[src/verilog/scfp_params.svh]
// timing counts and field widths for the serial config flash port
`ifndef SCFP_PARAMS_SVH
`define SCFP_PARAMS_SVH
`define SCFP_WORD_BITS     8
`define SCFP_FIFO_DEPTH    8
`define SCFP_CLK_HALF_NS   160
`define SCFP_SYS_CLK_NS    40
`define SCFP_CLK_HALF_CYC  (`SCFP_CLK_HALF_NS / `SCFP_SYS_CLK_NS)
`define SCFP_SEL_GAP_CYC   4
`endif

[src/verilog/scfp_pkg.sv]
// shared types for the serial config flash port
package scfp_pkg;
   typedef logic [7:0] scfp_byte_t;
   typedef enum logic [3:0]
   {
      HST_IDLE  = 4'b0001,
      HST_LOW   = 4'b0010,
      HST_HIGH  = 4'b0100,
      HST_END   = 4'b1000
   } scfp_hst_e;
endpackage : scfp_pkg
[src/verilog/scfp_link_if.sv]
// pin-level link between the flash end and the host end
`timescale 1ns/1ps
interface scfp_link_if;
   logic serialClock;
   logic chipSelectN;
   logic serialDataIn;
   logic dataOut;
   logic dataOutEnN;
   modport flash
   (
      input  serialClock,
      input  chipSelectN,
      input  serialDataIn,
      output dataOut,
      output dataOutEnN
   );
   modport host
   (
      output serialClock,
      output chipSelectN,
      output serialDataIn,
      input  dataOut,
      input  dataOutEnN
   );
endinterface : scfp_link_if

[src/verilog/scfp_fifo.sv]
// parameterised valid/ready fifo
`timescale 1ns/1ps
module scfp_fifo #(
   parameter int WIDTH = 8,
   parameter int DEPTH = 8
)
(
   input  wire logic             sys_clk,
   input  wire logic             arst_n,
   input  wire logic [WIDTH-1:0] inData,
   input  wire logic             inValid,
   output logic                  inReady,
   output logic      [WIDTH-1:0] outData,
   output logic                  outValid,
   input  wire logic             outReady
);
   localparam int AW = $clog2(DEPTH);
   logic [WIDTH-1:0] mem [DEPTH];
   logic [AW-1:0]    wrPtr_q, wrPtr_d, rdPtr_q, rdPtr_d;
   logic [AW:0]      cnt_q, cnt_d;
   logic             doWr, doRd;

   always_comb
   begin
      doWr    = inValid && (cnt_q != (AW+1)'(DEPTH));
      doRd    = outReady && (cnt_q != '0);
      wrPtr_d = doWr ? AW'(wrPtr_q + 1'b1) : wrPtr_q;
      rdPtr_d = doRd ? AW'(rdPtr_q + 1'b1) : rdPtr_q;
      cnt_d   = cnt_q;
      if (doWr && !doRd)
      begin
         cnt_d = (AW+1)'(cnt_q + 1'b1);
      end
      else if (doRd && !doWr)
      begin
         cnt_d = (AW+1)'(cnt_q - 1'b1);
      end
   end

   always_ff @(posedge sys_clk or negedge arst_n)
   begin
      if (!arst_n)
      begin
         wrPtr_q <= '0;
         rdPtr_q <= '0;
         cnt_q   <= '0;
      end
      else
      begin
         wrPtr_q <= wrPtr_d;
         rdPtr_q <= rdPtr_d;
         cnt_q   <= cnt_d;
      end
   end

   always_ff @(posedge sys_clk)
   begin
      if (doWr)
      begin
         mem[wrPtr_q] <= inData;
      end
   end

   assign inReady  = (cnt_q != (AW+1)'(DEPTH));
   assign outValid = (cnt_q != '0);
   assign outData  = mem[rdPtr_q];
endmodule : scfp_fifo

[src/verilog/scfp_flash_end.sv]
// flash end of the serial configuration port
// What this block does
// - output changes only after serial clock falls or select falls
// - input sampled on serial clock rising edge
// - select high: output held high impedance
// - select low: device active, takes instructions
// - host frames each instruction with select
// - no operation before first select falling edge
// - host alone drives the serial clock
// - host captures output on next falling edge
`timescale 1ns/1ps
`include "scfp_params.svh"
module scfp_flash_end
   import scfp_pkg::*;
(
   input  wire logic       sys_clk,
   input  wire logic       arst_n,
   scfp_link_if.flash      link,
   output scfp_byte_t      rxByte,
   output logic            rxValid,
   input  wire logic       rxReady,
   input  scfp_byte_t      txByte,
   input  wire logic       txValid,
   output logic            txReady,
   output logic            selected
);
   localparam int              NPIN    = 3;
   // stage reset levels: select idles high, so no false fall after reset
   localparam logic [NPIN-1:0] PIN_RST = 3'b010;

   logic [NPIN-1:0] pinRaw;
   wire  [NPIN-1:0] pinSync;
   logic            sclkSync;
   logic            csSync;
   logic            sdiSync;
   logic            sclkOld_q;
   logic            csOld_q;
   logic            armed_q;
   logic            armed_d;
   logic [2:0]      bitCnt_q;
   logic [2:0]      bitCnt_d;
   scfp_byte_t      shIn_q;
   scfp_byte_t      shIn_d;
   scfp_byte_t      shOut_q;
   scfp_byte_t      shOut_d;
   logic            dOut_q;
   logic            dOut_d;
   logic            dEnN_q;
   logic            dEnN_d;
   logic            fifoInValid_q;
   logic            fifoInValid_d;
   logic            fifoInReady;
   scfp_byte_t      fifoIn_q;
   scfp_byte_t      fifoIn_d;
   logic            txReady_q;
   logic            txReady_d;
   logic            sel_q;
   logic            sel_d;
   logic [8:0]      txLoad;
   logic            rise;
   logic            fall;
   logic            csFall;

   // true in the cycle a level moves from low to high
   function automatic logic upEdge
   (
      input logic now,
      input logic old
   );
      upEdge = now && !old;
   endfunction : upEdge

   // first bit and shift pattern of the next byte; all ones when none waits
   function automatic logic [8:0] nextTx
   (
      input logic       valid,
      input scfp_byte_t b
   );
      nextTx = valid ? {b, 1'b1} : 9'h1ff;
   endfunction : nextTx

   assign pinRaw = {link.serialDataIn, link.chipSelectN, link.serialClock};

   // two flip-flops on every pin before any logic reads it
   generate
      for (genvar g = 0; g < NPIN; g++)
      begin : gSync
         logic s1_q;
         logic s2_q;
         always_ff @(posedge sys_clk or negedge arst_n)
         begin
            if (!arst_n)
            begin
               s1_q <= PIN_RST[g];
               s2_q <= PIN_RST[g];
            end
            else
            begin
               s1_q <= pinRaw[g];
               s2_q <= s1_q;
            end
         end
         assign pinSync[g] = s2_q;
      end
   endgenerate

   assign sclkSync = pinSync[0];
   assign csSync   = pinSync[1];
   assign sdiSync  = pinSync[2];

   always_ff @(posedge sys_clk or negedge arst_n)
   begin
      if (!arst_n)
      begin
         sclkOld_q <= 1'b0;
         csOld_q   <= 1'b1;
      end
      else
      begin
         sclkOld_q <= sclkSync;
         csOld_q   <= csSync;
      end
   end

   assign rise   = upEdge(sclkSync, sclkOld_q) && !csSync;
   assign fall   = upEdge(!sclkSync, !sclkOld_q) && !csSync;
   assign csFall = upEdge(!csSync, !csOld_q);

   always_comb
   begin
      txLoad        = nextTx(txValid, txByte);
      armed_d       = armed_q || csFall;
      bitCnt_d      = bitCnt_q;
      shIn_d        = shIn_q;
      shOut_d       = shOut_q;
      dOut_d        = dOut_q;
      dEnN_d        = csSync || !armed_q;
      fifoInValid_d = fifoInValid_q && !fifoInReady;
      fifoIn_d      = fifoIn_q;
      txReady_d     = 1'b0;
      sel_d         = !csSync && armed_q;
      if (csFall)
      begin
         // the first bit stands before the first rising edge
         bitCnt_d  = 3'h0;
         dOut_d    = txLoad[8];
         shOut_d   = txLoad[7:0];
         txReady_d = txValid;
      end
      else if (armed_q && rise)
      begin
         shIn_d   = {shIn_q[6:0], sdiSync};
         bitCnt_d = 3'(bitCnt_q + 1'b1);
         if (bitCnt_q == 3'h7)
         begin
            fifoIn_d      = {shIn_q[6:0], sdiSync};
            fifoInValid_d = 1'b1;
         end
      end
      else if (armed_q && fall)
      begin
         dOut_d  = shOut_q[7];
         shOut_d = {shOut_q[6:0], 1'b1};
         if (bitCnt_q == 3'h0)
         begin
            dOut_d    = txLoad[8];
            shOut_d   = txLoad[7:0];
            txReady_d = txValid;
         end
      end
   end

   always_ff @(posedge sys_clk or negedge arst_n)
   begin
      if (!arst_n)
      begin
         armed_q       <= 1'b0;
         bitCnt_q      <= 3'h0;
         shIn_q        <= 8'h00;
         shOut_q       <= 8'hff;
         dOut_q        <= 1'b1;
         dEnN_q        <= 1'b1;
         fifoInValid_q <= 1'b0;
         fifoIn_q      <= 8'h00;
         txReady_q     <= 1'b0;
         sel_q         <= 1'b0;
      end
      else
      begin
         armed_q       <= armed_d;
         bitCnt_q      <= bitCnt_d;
         shIn_q        <= shIn_d;
         shOut_q       <= shOut_d;
         dOut_q        <= dOut_d;
         dEnN_q        <= dEnN_d;
         fifoInValid_q <= fifoInValid_d;
         fifoIn_q      <= fifoIn_d;
         txReady_q     <= txReady_d;
         sel_q         <= sel_d;
      end
   end

   scfp_fifo #(.WIDTH(`SCFP_WORD_BITS), .DEPTH(`SCFP_FIFO_DEPTH)) rxFifo
   (
      .sys_clk  (sys_clk),
      .arst_n   (arst_n),
      .inData   (fifoIn_q),
      .inValid  (fifoInValid_q),
      .inReady  (fifoInReady),
      .outData  (rxByte),
      .outValid (rxValid),
      .outReady (rxReady)
   );

   assign link.dataOut    = dOut_q;
   assign link.dataOutEnN = dEnN_q;
   assign txReady         = txReady_q;
   assign selected        = sel_q;
endmodule : scfp_flash_end

[src/flat_wrapper.sv]
// flat-port wrapper written by rule: the top's interface ports become plain ports
module scfp_flash_end_flat import scfp_pkg::*;
  (sys_clk, arst_n, rxByte, rxValid, rxReady, txByte, txValid, txReady, selected, link_serialClock, link_chipSelectN, link_serialDataIn, link_dataOut, link_dataOutEnN);
  scfp_link_if link_i ();
  input  wire logic sys_clk;
  input  wire logic arst_n;
  output scfp_byte_t rxByte;
  output logic rxValid;
  input  wire logic rxReady;
  input  scfp_byte_t txByte;
  input  wire logic txValid;
  output logic txReady;
  output logic selected;
  input wire logic [$bits(link_i.serialClock)-1:0] link_serialClock;
  input wire logic [$bits(link_i.chipSelectN)-1:0] link_chipSelectN;
  input wire logic [$bits(link_i.serialDataIn)-1:0] link_serialDataIn;
  output wire logic [$bits(link_i.dataOut)-1:0] link_dataOut;
  output wire logic [$bits(link_i.dataOutEnN)-1:0] link_dataOutEnN;
  assign link_i.serialClock = link_serialClock;
  assign link_i.chipSelectN = link_chipSelectN;
  assign link_i.serialDataIn = link_serialDataIn;
  assign link_dataOut = link_i.dataOut;
  assign link_dataOutEnN = link_i.dataOutEnN;
  scfp_flash_end u_core (.sys_clk(sys_clk), .arst_n(arst_n), .link(link_i), .rxByte(rxByte), .rxValid(rxValid), .rxReady(rxReady), .txByte(txByte), .txValid(txValid), .txReady(txReady), .selected(selected));
endmodule
[config.mk]
export PLATFORM = sky130hd
export DESIGN_NAME = scfp_flash_end_flat
export DESIGN_NICKNAME = d
export VERILOG_FILES = /design/src/verilog/scfp_pkg.sv /design/src/verilog/scfp_link_if.sv /design/src/verilog/scfp_fifo.sv /design/src/verilog/scfp_flash_end.sv /design/src/flat_wrapper.sv
export VERILOG_INCLUDE_DIRS = /design/src /design/src/verilog
export SDC_FILE = /design/constraint.sdc
export NUM_CORES = 1
export LEC_CHECK = 0
export BUFFER_PORTS_ARGS = -buffer_cell sky130_fd_sc_hd__buf_2
export CORE_MARGIN = 2
export CORE_UTILIZATION = 60
export DETAILED_ROUTE_END_ITERATION = 7
export MAX_ROUTING_LAYER = met4
export PLACE_DENSITY_LB_ADDON = 0.1
export SLEW_MARGIN = 15
export SYNTH_ARGS = -nofsm -noshare
export SYNTH_HDL_FRONTEND = slang
export SYNTH_SLANG_ARGS = --single-unit
[constraint.sdc]
create_clock -name sys_clk -period 3.1 [get_ports sys_clk]
set_input_delay 0.62 -clock sys_clk [delete_from_list [all_inputs] [get_ports sys_clk]]
set_output_delay 0.62 -clock sys_clk [all_outputs]
set_load 0.01 [all_outputs]
# Word-level counts from Yosys, hierarchy flattened
# Memory sizes are Yosys's and may differ from the RTL's.
# Index checks and enable logic that the tools add are counted.
# op_classes
add_sub_neg	5
mul	0
n_div	0
order_cmp	0
eq_ne	3
shift	0
muxes	22
n_bitwise	1
n_reduce_logical	30
# ops
cell	n
$mux W8	4
$logic_and A1 B1 Y1	13
$mux W1	13
$add A3 B1 Y3 const B	3
$mux W9	1
$mux W4	2
$logic_not A1 Y1	7
$mux W3	2
$reduce_bool A2 Y1	3
$add A4 B1 Y4 const B	1
$ne A4 B4 Y1 const B	1
$reduce_and A2 Y1	2
$reduce_bool A4 Y1	1
$sub A4 B1 Y4 const B	1
$eq A3 B3 Y1 const B	1
$logic_not A3 Y1	1
$reduce_and A3 Y1	1
$logic_or A1 B1 Y1	2
$ne A2 B1 Y1 const B	1
$not A1 Y1	1
# totals
reg_bits	50
latchBits	0
mem_bits_rw	64
romBits	0
inputBits	15
output_inout_bits	13
mem_count	1
# mem_list
memory	depth	word_bits	read_ports	rd_ports_with_merged_regs	write_ports	line_no	source
u_core.rxFifo.mem	8	8	1	0	1	scfp_fifo.sv:18	logic [WIDTH-1:0] mem [DEPTH];

# Longest topological paths before layout
# Gate-level depths: netlist (run 1).
# depth
word_depth	7
mapped_depth	10
depth_no_buf	9

# Modules after synthesis
# Synthesis (run 1) repeated with hierarchy kept, for this count alone.
# unflattened
cells_unflattened	268
area_unflattened_um2	4665.7
# modules_own_cells
module	n_inst	cells_each	area_each_um2
scfp_fifo	1	155	3111.7
scfp_flash_end	1	113	1554.0

# Least setup slack after synthesis (run 1)
# OpenSTA, ideal clock, no wires.
# synth_timing
kind	register -> register
start	register u_core.rxFifo.cnt_q[0]
end	register u_core.rxFifo.cnt_q[3]
setup_time_ps	123
arrival_ps	2163
t_required_ps	2977
slack_ps	814
path_stages_with_launch	10
path_buffers	0
synth_period_minus_slack_ps	2286
path_cell_list	dfrtp_1 or4_4 nand2_1 ha_1 inv_1 ha_1 a21oi_1 and3_1 o21bai_1 xnor2_1
# synth_between
elab_chain_cells	5
word_cells_on_any_way	13
classes_between	add/sub (2); eq/ne (1); mux (2); reduce/logical (8)
# synth_rtl
item	line_no	source
start: declaration	scfp_fifo.sv:20	logic [AW:0] cnt_q, cnt_d;
start signal: assignment	scfp_fifo.sv:52	cnt_q <= cnt_d;
$reduce_bool A4 Y1 (*)	n/a	
via rxValid	flat_wrapper.sv:8	output logic rxValid;
$logic_and A1 B1 Y1 (*)	scfp_fifo.sv:26	doRd = outReady && (cnt_q != '0);
$logic_not A1 Y1	scfp_fifo.sv:30	if (doWr && !doRd)
$logic_and A1 B1 Y1	scfp_fifo.sv:30	
$mux W4 / $reduce_bool A2 Y1 (equally long branches)	n/a	
# The timed path passes the listed nets; every way through them passes the cells marked *. The select of a mux whose other input is x is not followed.
# A chain may end at the register's enable or synchronous reset.

# Worst setup path after layout (run 1)
# layout_timing
start	register u_core.rxFifo.rdPtr_q[1]
end	output rxByte[6]
# layout_between
elab_chain_cells	1
# layout_rtl
item	line_no	source
start: declaration	scfp_fifo.sv:19	logic [AW-1:0] wrPtr_q, wrPtr_d, rdPtr_q, rdPtr_d;
start signal: assignment	scfp_fifo.sv:51	rdPtr_q <= rdPtr_d;
$mem_v2 Z8 W8	n/a	
end: declaration	flat_wrapper.sv:7	output scfp_byte_t rxByte;
# Every way passes these cells.

==> results.md, run 1 <==
- The number of nets in the final layout is about 340.
- By startpoint and endpoint, the worst setup path is classified as flip-flop to output pin.
- The beginning of the worst register-to-register path is u_core.rxFifo.cnt_q[0].
- The count of inserted antenna diode cells is 0.
- Timing would allow up to 0.3667 GHz.
- Summing over every cut layer, the via total after detailed routing is 2321.
- The number of buffers inserted by port buffering is 27.
- The initialized floorplan defines 31 standard-cell rows.
- Setup violations remaining at the end of the flow were counted as 0.
- The half-perimeter wire length after detailed placement is around 4700 µm.
- The filler-free cell count of the finished design is around 420.
- The first global-routing pass estimated approximately 12000 µm of wire.
- The mean number of vias per cell is 5.487.
- The largest net degree at the start of global routing is 36.
- At the worst endpoint, the arrival time is roughly 2.1 ns.
- The cell count after synthesis came out at 260.
- In this run the tightest slew margin relative to its limit is 56.51%.
- The worst hold path class is primary input to async pin.
- The tree is rooted in a clkbuf_8.
- The flow ran to the end, and the final reports show no timing, DRC or antenna violations.
- Summed over all cells, the static leakage comes to around 2.1 nW.
- The kind of start point of the critical path is a flip-flop.
- Wires add up to between 7000 and 8000 µm.
- At the end of the flow the core is filled with cells to between 70% and 80%.
- After synthesis the cells add up to 0.004584 mm².
- The setup slack after layout is 0.3733 ns.
- The register bit total from synthesis is 113.
- The instance area at placement is 0.004886 mm².
- The number of clock sinks is 113.
- TritonCTS built the clock tree.
- The I/O pin count is 28.
- The setup slack at placement is about 0.7 ns.
- The finished cells cover ~0.0055 mm².
- The DRC violations left is 0.
- The number of global-route vias before repair is 2362.
- Including well taps, the total number of placed cells is 391.
- The worst-case IR drop observed on VDD is 0.5051 mV.
- The die footprint is roughly 0.0084 mm².
- Once the floorplan was initialized, standard cells occupied a little over three fifths of the core.
- From synthesis to final layout, the design area changed by 19.13%.
- The number of antenna violations at the first check in global routing is 0.
- For the final routed database, the setup TNS stands at 0 ns.
- The die is a little over 90 µm tall.
- The average size of a mapped cell is 17.63 µm².
- In this run the worst setup path begins at u_core.rxFifo.rdPtr_q[1].
- The region available for standard cell placement spans about 0.0073 mm².
- Counting I/O delays and the setup requirement, the final critical path takes between 2 and 3 ns.
- The average wire length per cell after detail routing is 18.09 µm.
- The die outline width is between 90 and 100 µm.
- The cell family contributing the most delay on the critical path is flip-flops.
- The largest fanout on the critical path is 18.
- Of the synthesized area, sequential elements account for 69.00%.
- Hold is met by 0.02020 ns.
- The final period utilization is slightly below 90%.
- STA classifies the critical path endpoint as an output pin.
- The number of design-rule violations left by the first detailed-router iteration is 95.
- After filler insertion, the fill cell instance count of the layout stands at 441.
- For this run, the number of Yosys warnings is 0.
- At the later pin of the worst-skew pair, clock insertion delay measures 0.50 ns.
- The TritonCTS buffer count is 17.
- The count of pins over their slew limit was 0.
- The number of optimization iterations in the first detailed-route pass is 4.
- The number of setup buffers added after CTS is 0.
- The critical-path cell with the highest stage delay is dfrtp_1.
- The total count of hold-check failures in the final report is 0.
- The share of final-layout standard cells stronger than drive strength 1 is 34.88%.
- For the final database, setup skew stands at 0.005387 ns.
- After global routing the overflow that remains totals 0.
- The detail route stage leaves a number of antenna-violating nets equal to 0.
- The number of buffers between clock root and the deepest sink is 2.
- Gates resized during post-CTS repair numbered 0.
- The max-capacitance violation count is 0.
- The clock-pin transition on the worst setup and hold timing paths is 0.06 ns.
- For the pin with the worst max-slew slack, the measured transition is 0.6524 ns.
- Global routing used 20.96% of the available tracks.
- Traced cell by cell, the critical path runs through mux4_1 > mux2_2 > buf_2.
- The count of buffer and inverter cells on the critical path is 1.
- At the end of routability-driven placement, the weighted congestion stood at 0.8190.
- Counting every net in the synthesized netlist gives approximately 280.
- Overall power consumption after layout is estimated at 4.227 mW.
- Setup repair after global routing left no endpoint under its margin.
- The largest single stage delay on the critical path is 0.76 ns.
- The required arrival time at the worst endpoint is between 2 and 2.5 ns.
- The power per cell area is 774.1 mW/mm².
- Hold repair after CTS inserted 0 buffers.
- The number of distinct library cells after synthesis is 35.
- The H-tree level count is 4.
[where the power goes]
| group | total [mW] | internal, mW | switching (mW) |
|---|---|---|---|
| logic | 0.544 | 0.309 | 0.235 |
| registers | 1.85 | 1.71 | 0.148 |
| clock network | 1.83 | 1.15 | 0.680 |
| total | 4.23 | 3.16 | 1.06 |
[area by class of cell]
cell class / count / area, µm² / area share [%]
clock inverters: 15 / 161.4 / 2.955
repair buffers: 41 / 240.2 / 4.399
inverters: 5 / 18.77 / 0.3436
multi-input cells: 133 / 1340 / 24.54
flip-flops and latches: 113 / 3163 / 57.92
well taps: 99 / 123.9 / 2.268
clock buffers: 17 / 414.1 / 7.583
[per-layer routing]
| metal | track usage (%) | part of all wire [%] | up-vias |
|---|---|---|---|
| li1 | - | - | 1100 |
| met1 | 25.10 | 42 | 1163 |
| met2 | 34.38 | 52 | 50 |
| met3 | 5.228 | 4.1 | 8 |
| met4 | 8.333 | 1.0 | 0 |
| met5 | - | 0 | - |
[cell usage after synthesis, drive strengths merged]
cell type / number / area, µm²
a21oi: 2 / 10.01
a22o: 2 / 17.52
and3: 1 / 6.260
and3b: 9 / 78.83
buf: 7 / 55.05
clkbuf: 2 / 7.510
dfrtp: 37 / 925.9
dfstp: 12 / 315.3
edfxtp: 64 / 1922
fa: 1 / 20.02
ha: 8 / 100.1
inv: 5 / 18.77
mux2: 26 / 292.8
mux4: 16 / 420.4
nand2: 16 / 62.56
nand2b: 7 / 51.30
nand3: 2 / 10.01
nor2: 17 / 63.81
nor2b: 1 / 6.260
nor3: 2 / 10.01
nor4b: 2 / 23.77
o21ai: 2 / 10.01
o21bai: 3 / 22.52
o31a: 1 / 8.760
o31ai: 7 / 52.55
or4: 1 / 11.26
xnor2: 6 / 52.55
xor2: 1 / 8.760
[cells in the final DEF (no fill, tap or decap), types with 8 or more instances in the layout]
cell,n
edfxtp_1,64
dfrtp_1,37
buf_2,27
mux2_2,25
nor2_1,17
mux4_1,16
clkbuf_16,16
nand2_1,15
buf_4,14
dfstp_2,12
and3b_1,9
ha_1,8
[sequential cells by signal, indices dropped and copies added, names as in the netlist, 2 cells and up]
signal                 count
u_core.bitCnt_q            3
u_core.fifoIn_q            8
u_core.rxFifo.rdPtr_q      3
u_core.rxFifo.wrPtr_q      3
u_core.shOut_q             7
u_core.rxFifo.mem         64
u_core.gSync.s2_q          2
u_core.shIn_q              7
u_core.rxFifo.cnt_q        4
u_core.gSync.s1_q          3
[final timing paths]
| check | to | slack (ns) | cells after the start |
|---|---|---|---|
| max in group asynchronous | u_core.csOld_q | 2.31 | 2 |
| hold / removal | u_core.rxFifo.rdPtr_q[1] | 0.02 | 1 |
| setup reg to reg | u_core.rxFifo.cnt_q[3] | 0.70 | 9 |
| setup / recovery | rxByte[6] | 0.37 | 3 |
| hold reg to reg | u_core.gSync[2].s2_q | 0.35 | 0 |
| min in group sys_clk | u_core.gSync[1].s1_q | 0.22 | 1 |
[kinds of logic (layout without fill, tap and decap cells)]
family / count (synthesis) / in the layout / synth area share (%)
buf+inv: 14 / 78 / 1.774
fa+ha+maj: 9 / 9 / 2.620
simple gates: 58 / 58 / 7.069
mux: 42 / 42 / 15.56
flops: 113 / 113 / 69.00
xor+xnor: 7 / 7 / 1.337
compound gates: 17 / 17 / 2.647
[worst reg2reg max path, stage by stage (launching register included)]
cell and delay [ns]:
dfrtp_1 0.44, nor4b_1 0.44, nor2b_1 0.20, ha_1 0.24
inv_1 0.13, ha_1 0.29, a21oi_1 0.17, and3_1 0.17
o21bai_1 0.07, xnor2_1 0.12
Power figures use the tool's default switching activity.
==> inputs of run 2 (changes only) <==
- CORE_UTILIZATION: 60 -> 30
==> results.md, run 2 (same netlist as run 1, synthesis figures left out) <==
- The setup slack after layout was 0.4056 ns (was 0.3733 ns).
- The total count of hold-check failures in the final report is 0 (unchanged).
- The number of design-rule violations left by the first detailed-router iteration came to 108 (was 95).
- Status: complete, no violations (unchanged).
- The depth of the worst register-to-register path is 9 (unchanged).
- The worst-margin pin slew is 0.7505 ns (was 0.6524 ns).
- The power per cell area was 781.7 mW/mm² (was 774.1 mW/mm²).
- The number of nets in the final layout came to 336 (was 335).
- Most frequent cells in the layout: 64 x edfxtp_1, 37 x dfrtp_1, 27 x buf_2, 25 x mux2_2 (was 64 x edfxtp_1, 37 x dfrtp_1, 27 x buf_2, 25 x mux2_2, 17 x nor2_1).
- The critical-path cell with the highest stage delay is dfrtp_1 (unchanged).
- The share of final-layout standard cells stronger than drive strength 1 is 35.19% (was 34.88%).
- The beginning of the worst register-to-register path is u_core.rxFifo.cnt_q[0] (unchanged).
- The critical path class is flip-flop to output pin (unchanged).
- The maximum resistive drop on vdd is 0.3666 mV (was 0.5051 mV).
- The via count of the routed design was 2316 (was 2321).
- The total wire length after detailed routing is 8286 µm (was 7650 µm).
- Critical path cell sequence: mux4_1 > mux2_2 > buf_2 (unchanged).
- The count of pins over their slew limit is 0 (unchanged).
- The total track usage came to 11.82% (was 20.96%).
- The portion of total power attributed to combinational logic was 12.3% (was 12.9%).
- The quantity of gates resized following cts is 0 (unchanged).
- The instance area at placement is 0.005005 mm² (was 0.004886 mm²).
- The setup slack at placement is 0.6840 ns (was 0.6823 ns).
- The kind of end point of the critical path is an output pin (unchanged).
- The leading cell type in the layout, fill and taps excluded is edfxtp_1 (unchanged).
- The number of flip-flops in the largest register is 64 (unchanged).
- The antenna violation net count after detailed routing was 0 (unchanged).
- Largest registers: u_core.rxFifo.mem: 64 flops, u_core.fifoIn_q: 8 flops (unchanged).
- The total negative slack is 0 ns (unchanged).
- The largest net degree at the start of global routing is 31 (was 36).
- The area growth from synthesis to layout is 22.46% (was 19.13%).
- The clock tree skew after final layout came to 0.006975 ns (was 0.005387 ns).
- The max-capacitance violation count came to 0 (unchanged).
- The final design instance area without fill is 0.005614 mm² (was 0.005461 mm²).
- The final critical path time including I/O delays and setup is 2.694 ns (was 2.727 ns).
- The number of clock sinks came to 113 (unchanged).
- The clock share of power is 45.2% (was 43.3%).
- The final period utilization is 86.92% (was 87.96%).
- The number of antenna violations at the first check in global routing is 0 (unchanged).
- The number of global-route vias before repair was 2434 (was 2362).
- The count of filler cells inserted in the layout is 1442 (was 441).
- The half-perimeter wire length after detailed placement is 5163 µm (was 4665 µm).
- The number of buffers inserted by port buffering is 27 (unchanged).
- The number of placement rows is 45 (was 31).
- The placeable core region is 0.01509 mm² (was 0.007331 mm²).
- The cell-internal power is 3.285 mW (was 3.165 mW).
- The number of setup buffers added after CTS is 0 (unchanged).
- The mean number of vias per cell was 4.523 (was 5.487).
- The required arrival time at the worst endpoint is 2.48 ns (about the same).
- The net switching component of the power was 1.103 mW (was 1.063 mW).
- The die footprint came to 0.01629 mm² (was 0.008356 mm²).
- The height of the die is 127.6 µm (was 91.41 µm).
- The setup-violating endpoint count in the final report is 0 (unchanged).
- The CTS tree is done (unchanged).
- The largest fanout on the critical path is 18 (unchanged).
- The DRC violations left is 0 (unchanged).
- The total overflow reported by the global router was 0 (unchanged).
- The number of hold buffers added after CTS is 0 (unchanged).
- The H-tree level count was 4 (unchanged).
- The effective utilization at floorplan is 30.38% (was 62.54%).
- The capturing point of the worst reg2reg path is u_core.rxFifo.cnt_q[3] (unchanged).
- The cell leakage power is 2.119 nW (was 2.097 nW).
- The clock-pin transition on the worst setup and hold timing paths was 0.06 ns (about the same).
- The maximum operating frequency came to 0.3711 GHz (was 0.3667 GHz).
- The part of the power in registers was 42.4% (was 43.9%).
- The kind of start point of the critical path is a flip-flop (unchanged).
- The register name with the most flops was u_core.rxFifo.mem (unchanged).
- The TritonCTS buffer count came to 17 (unchanged).
- The routability congestion estimate is 0.7017 (was 0.8190).
- The count of inserted antenna diode cells is 0 (unchanged).
- Unrepaired setup endpoints after global routing: no (unchanged).
- The switching part of the total power was 25.14% (about the same).
- The average wire length per cell after detail routing was 16.18 µm (was 18.09 µm).
- The root cell of the clock tree was clkbuf_16 (was clkbuf_8).
- The reg-to-reg setup timing slack was 0.67 ns (was 0.70 ns).
- The clock insertion delay at the later pin of the skew report is 0.41 ns (was 0.50 ns).
- The die outline width is 127.6 µm (was 91.41 µm).
- The data arrival time of the critical path came to 2.07 ns (was 2.11 ns).
- The number of buffers between clock root and the deepest sink is 2 (unchanged).
- The stage delay of the slowest cell on the critical path was 0.82 ns (was 0.76 ns).
- The first-pass GRT wire length is 13430 µm (was 12330 µm).
- The worst hold path class was primary input to async pin (unchanged).
- The tightest slew margin relative to the limit is 49.97% (was 56.51%).
- The number of optimization iterations in the first detailed-route pass is 4 (unchanged).
- The I/O pin count is 28 (unchanged).
run 2: cell types whose count changed in the layout (fill, tap and decap cells not counted), sizes merged:
cell	change
buf	+1
clkinvlp	-1
bufinv	+1
clkinv	-1
run 2: routing by layer:
metal | vias up | track usage [%] | part of all wire (%)
met5 | - | - | 0
met1 | 1150 | 13.65 | 45
met3 | 19 | 3.811 | 3.6
li1 | 1109 | - | -
met4 | 0 | 6.399 | 2.3
met2 | 38 | 18.37 | 49
run 2: final cells by class:
type / count / area (µm²) / share of cell area (%)
multi-input combinational: 133 / 1340 / 23.87
timing repair buffer: 42 / 247.7 / 4.413
sequential: 113 / 3163 / 56.34
tap: 188 / 235.2 / 4.190
clock buffer: 17 / 425.4 / 7.577
inverter: 5 / 18.77 / 0.3343
clock inverter: 14 / 183.9 / 3.276
run 2: power by group through the flow:
| stage | Clock, mW | Combinational (mW) | Sequential [mW] |
|---|---|---|---|
| final | 1.99 | 0.540 | 1.86 |
| after global routing | 2.11 | 0.617 | 1.89 |
| after CTS | 2.05 | 0.555 | 1.87 |
| after detailed placement | 0 | 0.553 | 1.90 |
| after global placement | 0 | 0.550 | 1.90 |
| after floorplan | 0 | 0.502 | 1.80 |
run 2: worst max-delay path, delay by kind of cell (launching register included):
kind	cells	cell delay, ns
muxes	2	0.69
buffers and inverters	1	0.14
DFF	1	0.82
run 2: worst max-delay path by stage:
stage,from,end
2_1_floorplan,u_core.rxFifo.cnt_q[0],u_core.rxFifo.cnt_q[3]
5_1_grt,u_core.rxFifo.rdPtr_q[1],rxByte[2]
6_report,u_core.rxFifo.rdPtr_q[1],rxByte[3]
3_3_place_gp,u_core.rxFifo.cnt_q[0],u_core.rxFifo.cnt_q[3]
3_5_place_dp,u_core.rxFifo.cnt_q[0],u_core.rxFifo.cnt_q[3]
4_1_cts,u_core.rxFifo.rdPtr_q[1],rxByte[3]
run 2: stage by stage:
step	total power, mW	util, %	instances	hold WS [ns]
after floorplan	2.304	-	260	0.3244
after global placement	2.449	33.17	481	0.3363
after detailed placement	2.455	33.17	481	0.3403
after CTS	4.475	37.21	512	0.2631
after global routing	4.625	37.21	512	0.2889
final	4.389	37.21	512	0.2517
==> inputs of run 3 (changes only) <==
- RECOVER_POWER: not set -> 100
==> results.md, run 3 (same netlist as run 1, synthesis figures left out) <==
- The antenna violation net count after detailed routing was 0 (unchanged).
- The placeable core region is 0.01509 mm² (unchanged).
- The half-perimeter wire length after detailed placement is 5163 µm (unchanged).
- The total overflow reported by the global router is 0 (unchanged).
- The kind of start point of the critical path is a flip-flop (unchanged).
- The cell family contributing the most delay on the critical path is flip-flops (unchanged).
- The final period utilization is 86.60% (was 86.92%).
- The area growth from synthesis to layout is 20.63% (was 22.46%).
- The max-capacitance violation count is 1 (was 0).
- The TritonCTS buffer count is 17 (unchanged).
- The required arrival time at the worst endpoint is 2.48 ns (about the same).
- The number of buffers between clock root and the deepest sink was 2 (unchanged).
- The H-tree level count came to 4 (unchanged).
- The kind of end point of the critical path is an output pin (unchanged).
- The total count of hold-check failures in the final report is 0 (unchanged).
- The number of antenna violations at the first check in global routing is 0 (unchanged).
- The stage delay of the slowest cell on the critical path was 0.82 ns (about the same).
- The power per cell area is 790.5 mW/mm² (was 781.7 mW/mm²).
- The register name with the most flops is u_core.rxFifo.mem (unchanged).
- The number of global-route vias before repair is 2434 (unchanged).
- The worst hold path class was primary input to flip-flop (was primary input to async pin).
- The setup-violating endpoint count in the final report is 0 (unchanged).
- Critical path cell sequence: mux4_1 > mux2_2 > clkbuf_1 (was mux4_1 > mux2_2 > buf_2).
- The clock-pin transition on the worst setup and hold timing paths is 0.05 ns (was 0.06 ns).
- The total wire length after detailed routing is 8343 µm (was 8286 µm).
- The data arrival time of the critical path came to 2.06 ns (was 2.07 ns).
- The leading cell type in the layout, fill and taps excluded is edfxtp_1 (unchanged).
- The total negative slack came to 0 ns (unchanged).
- The quantity of gates resized following cts is 0 (unchanged).
- The number of placement rows is 45 (unchanged).
- The cell leakage power is 2.026 nW (was 2.119 nW).
- The final reports fail on max-capacitance violations, max-slew violations.
- The tightest slew margin relative to the limit is -10.88% (was 49.97%).
- Largest registers: u_core.rxFifo.mem: 64 flops, u_core.fifoIn_q: 8 flops (unchanged).
- The average wire length per cell after detail routing is 16.29 µm (was 16.18 µm).
- The maximum operating frequency was 0.3725 GHz (was 0.3711 GHz).
- The count of buffer and inverter cells on the critical path was 1 (unchanged).
- The setup slack at placement is 0.6840 ns (unchanged).
- The count of pins over their slew limit is 31 (was 0).
- The die outline width was 127.6 µm (unchanged).
- The number of flip-flops in the largest register is 64 (unchanged).
- The die footprint is 0.01629 mm² (unchanged).
- The number of buffers inserted by port buffering is 27 (unchanged).
- The maximum resistive drop on vdd is 0.3657 mV (was 0.3666 mV).
- The effective utilization at floorplan came to 30.38% (unchanged).
- The number of design-rule violations left by the first detailed-router iteration is 106 (was 108).
- The CTS tree is done (unchanged).
- The largest net degree at the start of global routing came to 31 (unchanged).
- Unrepaired setup endpoints after global routing: no (unchanged).
- The height of the die is 127.6 µm (unchanged).
- The number of hold buffers added after CTS is 0 (unchanged).
- The number of nets in the final layout is 336 (unchanged).
- The largest fanout on the critical path is 18 (unchanged).
- The root cell of the clock tree is clkbuf_16 (unchanged).
- The count of inserted antenna diode cells is 0 (unchanged).
- Status: finished, violations left (was complete, no violations).
- The setup slack after layout was 0.4154 ns (was 0.4056 ns).
- The number of setup buffers added after CTS was 0 (unchanged).
- The worst-margin pin slew is 1.663 ns (was 0.7505 ns).
- The mean number of vias per cell is 4.555 (was 4.523).
- The power consumption is 4.372 mW (was 4.389 mW).
- The count of filler cells inserted in the layout is 1461 (was 1442).
- The clock insertion delay at the later pin of the skew report was 0.41 ns (about the same).
- The clock tree skew after final layout was 0.007413 ns (was 0.006975 ns).
- The critical path class is flip-flop to output pin (unchanged).
- The critical-path cell with the highest stage delay is dfrtp_1 (unchanged).
- Most frequent cells in the layout: 64 x edfxtp_1, 37 x dfrtp_1, 27 x clkbuf_1, 25 x mux2_2 (was 64 x edfxtp_1, 37 x dfrtp_1, 27 x buf_2, 25 x mux2_2).
- The via count of the routed design is 2332 (was 2316).
- The routability congestion estimate is 0.7017 (unchanged).
- The number of optimization iterations in the first detailed-route pass is 4 (unchanged).
- The DRC violations left is 0 (unchanged).
- The final critical path time including I/O delays and setup was 2.685 ns (was 2.694 ns).
- The total track usage is 11.82% (unchanged).
- The first-pass GRT wire length is 13430 µm (unchanged).
- The share of final-layout standard cells stronger than drive strength 1 is 25.31% (was 35.19%).
- The I/O pin count is 28 (unchanged).
- The number of clock sinks is 113 (unchanged).
## run 3: changes by cell type in the layout (fill, tap and decap cells not counted), sizes merged
| cell | change |
|---|---|
| buf | -27 |
| clkbuf | +27 |
## run 3: area by class of cell
type | count | area [µm²] | area share, %
well taps | 188 | 235.2 | 4.253
inverters | 5 | 18.77 | 0.3394
clock buffers | 17 | 425.4 | 7.692
repair buffers | 42 | 183.9 | 3.326
clock inverters | 14 | 183.9 | 3.326
flip-flops and latches | 113 | 3163 | 57.19
multi-input cells | 133 | 1320 | 23.87
## run 3: final timing paths
check | from | depth (start not counted) | slack (ns) | end
max | u_core.rxFifo.rdPtr_q[1] | 3 | 0.42 | rxByte[3]
min | link_chipSelectN | 1 | 0.31 | u_core.gSync[1].s1_q
max reg2reg | u_core.rxFifo.cnt_q[0] | 9 | 0.62 | u_core.rxFifo.cnt_q[3]
min reg2reg | u_core.gSync[0].s1_q | 0 | 0.35 | u_core.gSync[0].s2_q
max in group asynchronous | arst_n | 2 | 1.15 | u_core.rxFifo.wrPtr_q[1]
min in group asynchronous | arst_n | 1 | 0.63 | u_core.gSync[0].s2_q
## run 3: metal layers
metal	part of all wire [%]	routed length, µm	global-route usage (%)	vias to the layer above
met1	45	3756	13.65	1158
li1	-	-	-	1109
met5	0	0	-	-
met4	2.3	188	6.399	0
met3	4.2	353	3.811	19
met2	48	4045	18.37	46
## run 3: stage by stage
step                      hold slack (ns)  cell area, µm²  util [%]  std cells
after floorplan                    0.3244            4584         -        260
after global placement             0.3363            5005     33.17        481
after detailed placement           0.3403            5005     33.17        481
after CTS                          0.2631            5614     37.21        512
after global routing               0.2889            5530     36.65        512
final                              0.3084            5530     36.65        512
## run 3: power by group
group	internal, mW	leakage, nW	switching, mW	total [mW]
Combinational	0.291	0.627	0.234	0.525
Sequential	1.71	1.11	0.154	1.86
Clock	1.27	0.290	0.715	1.99
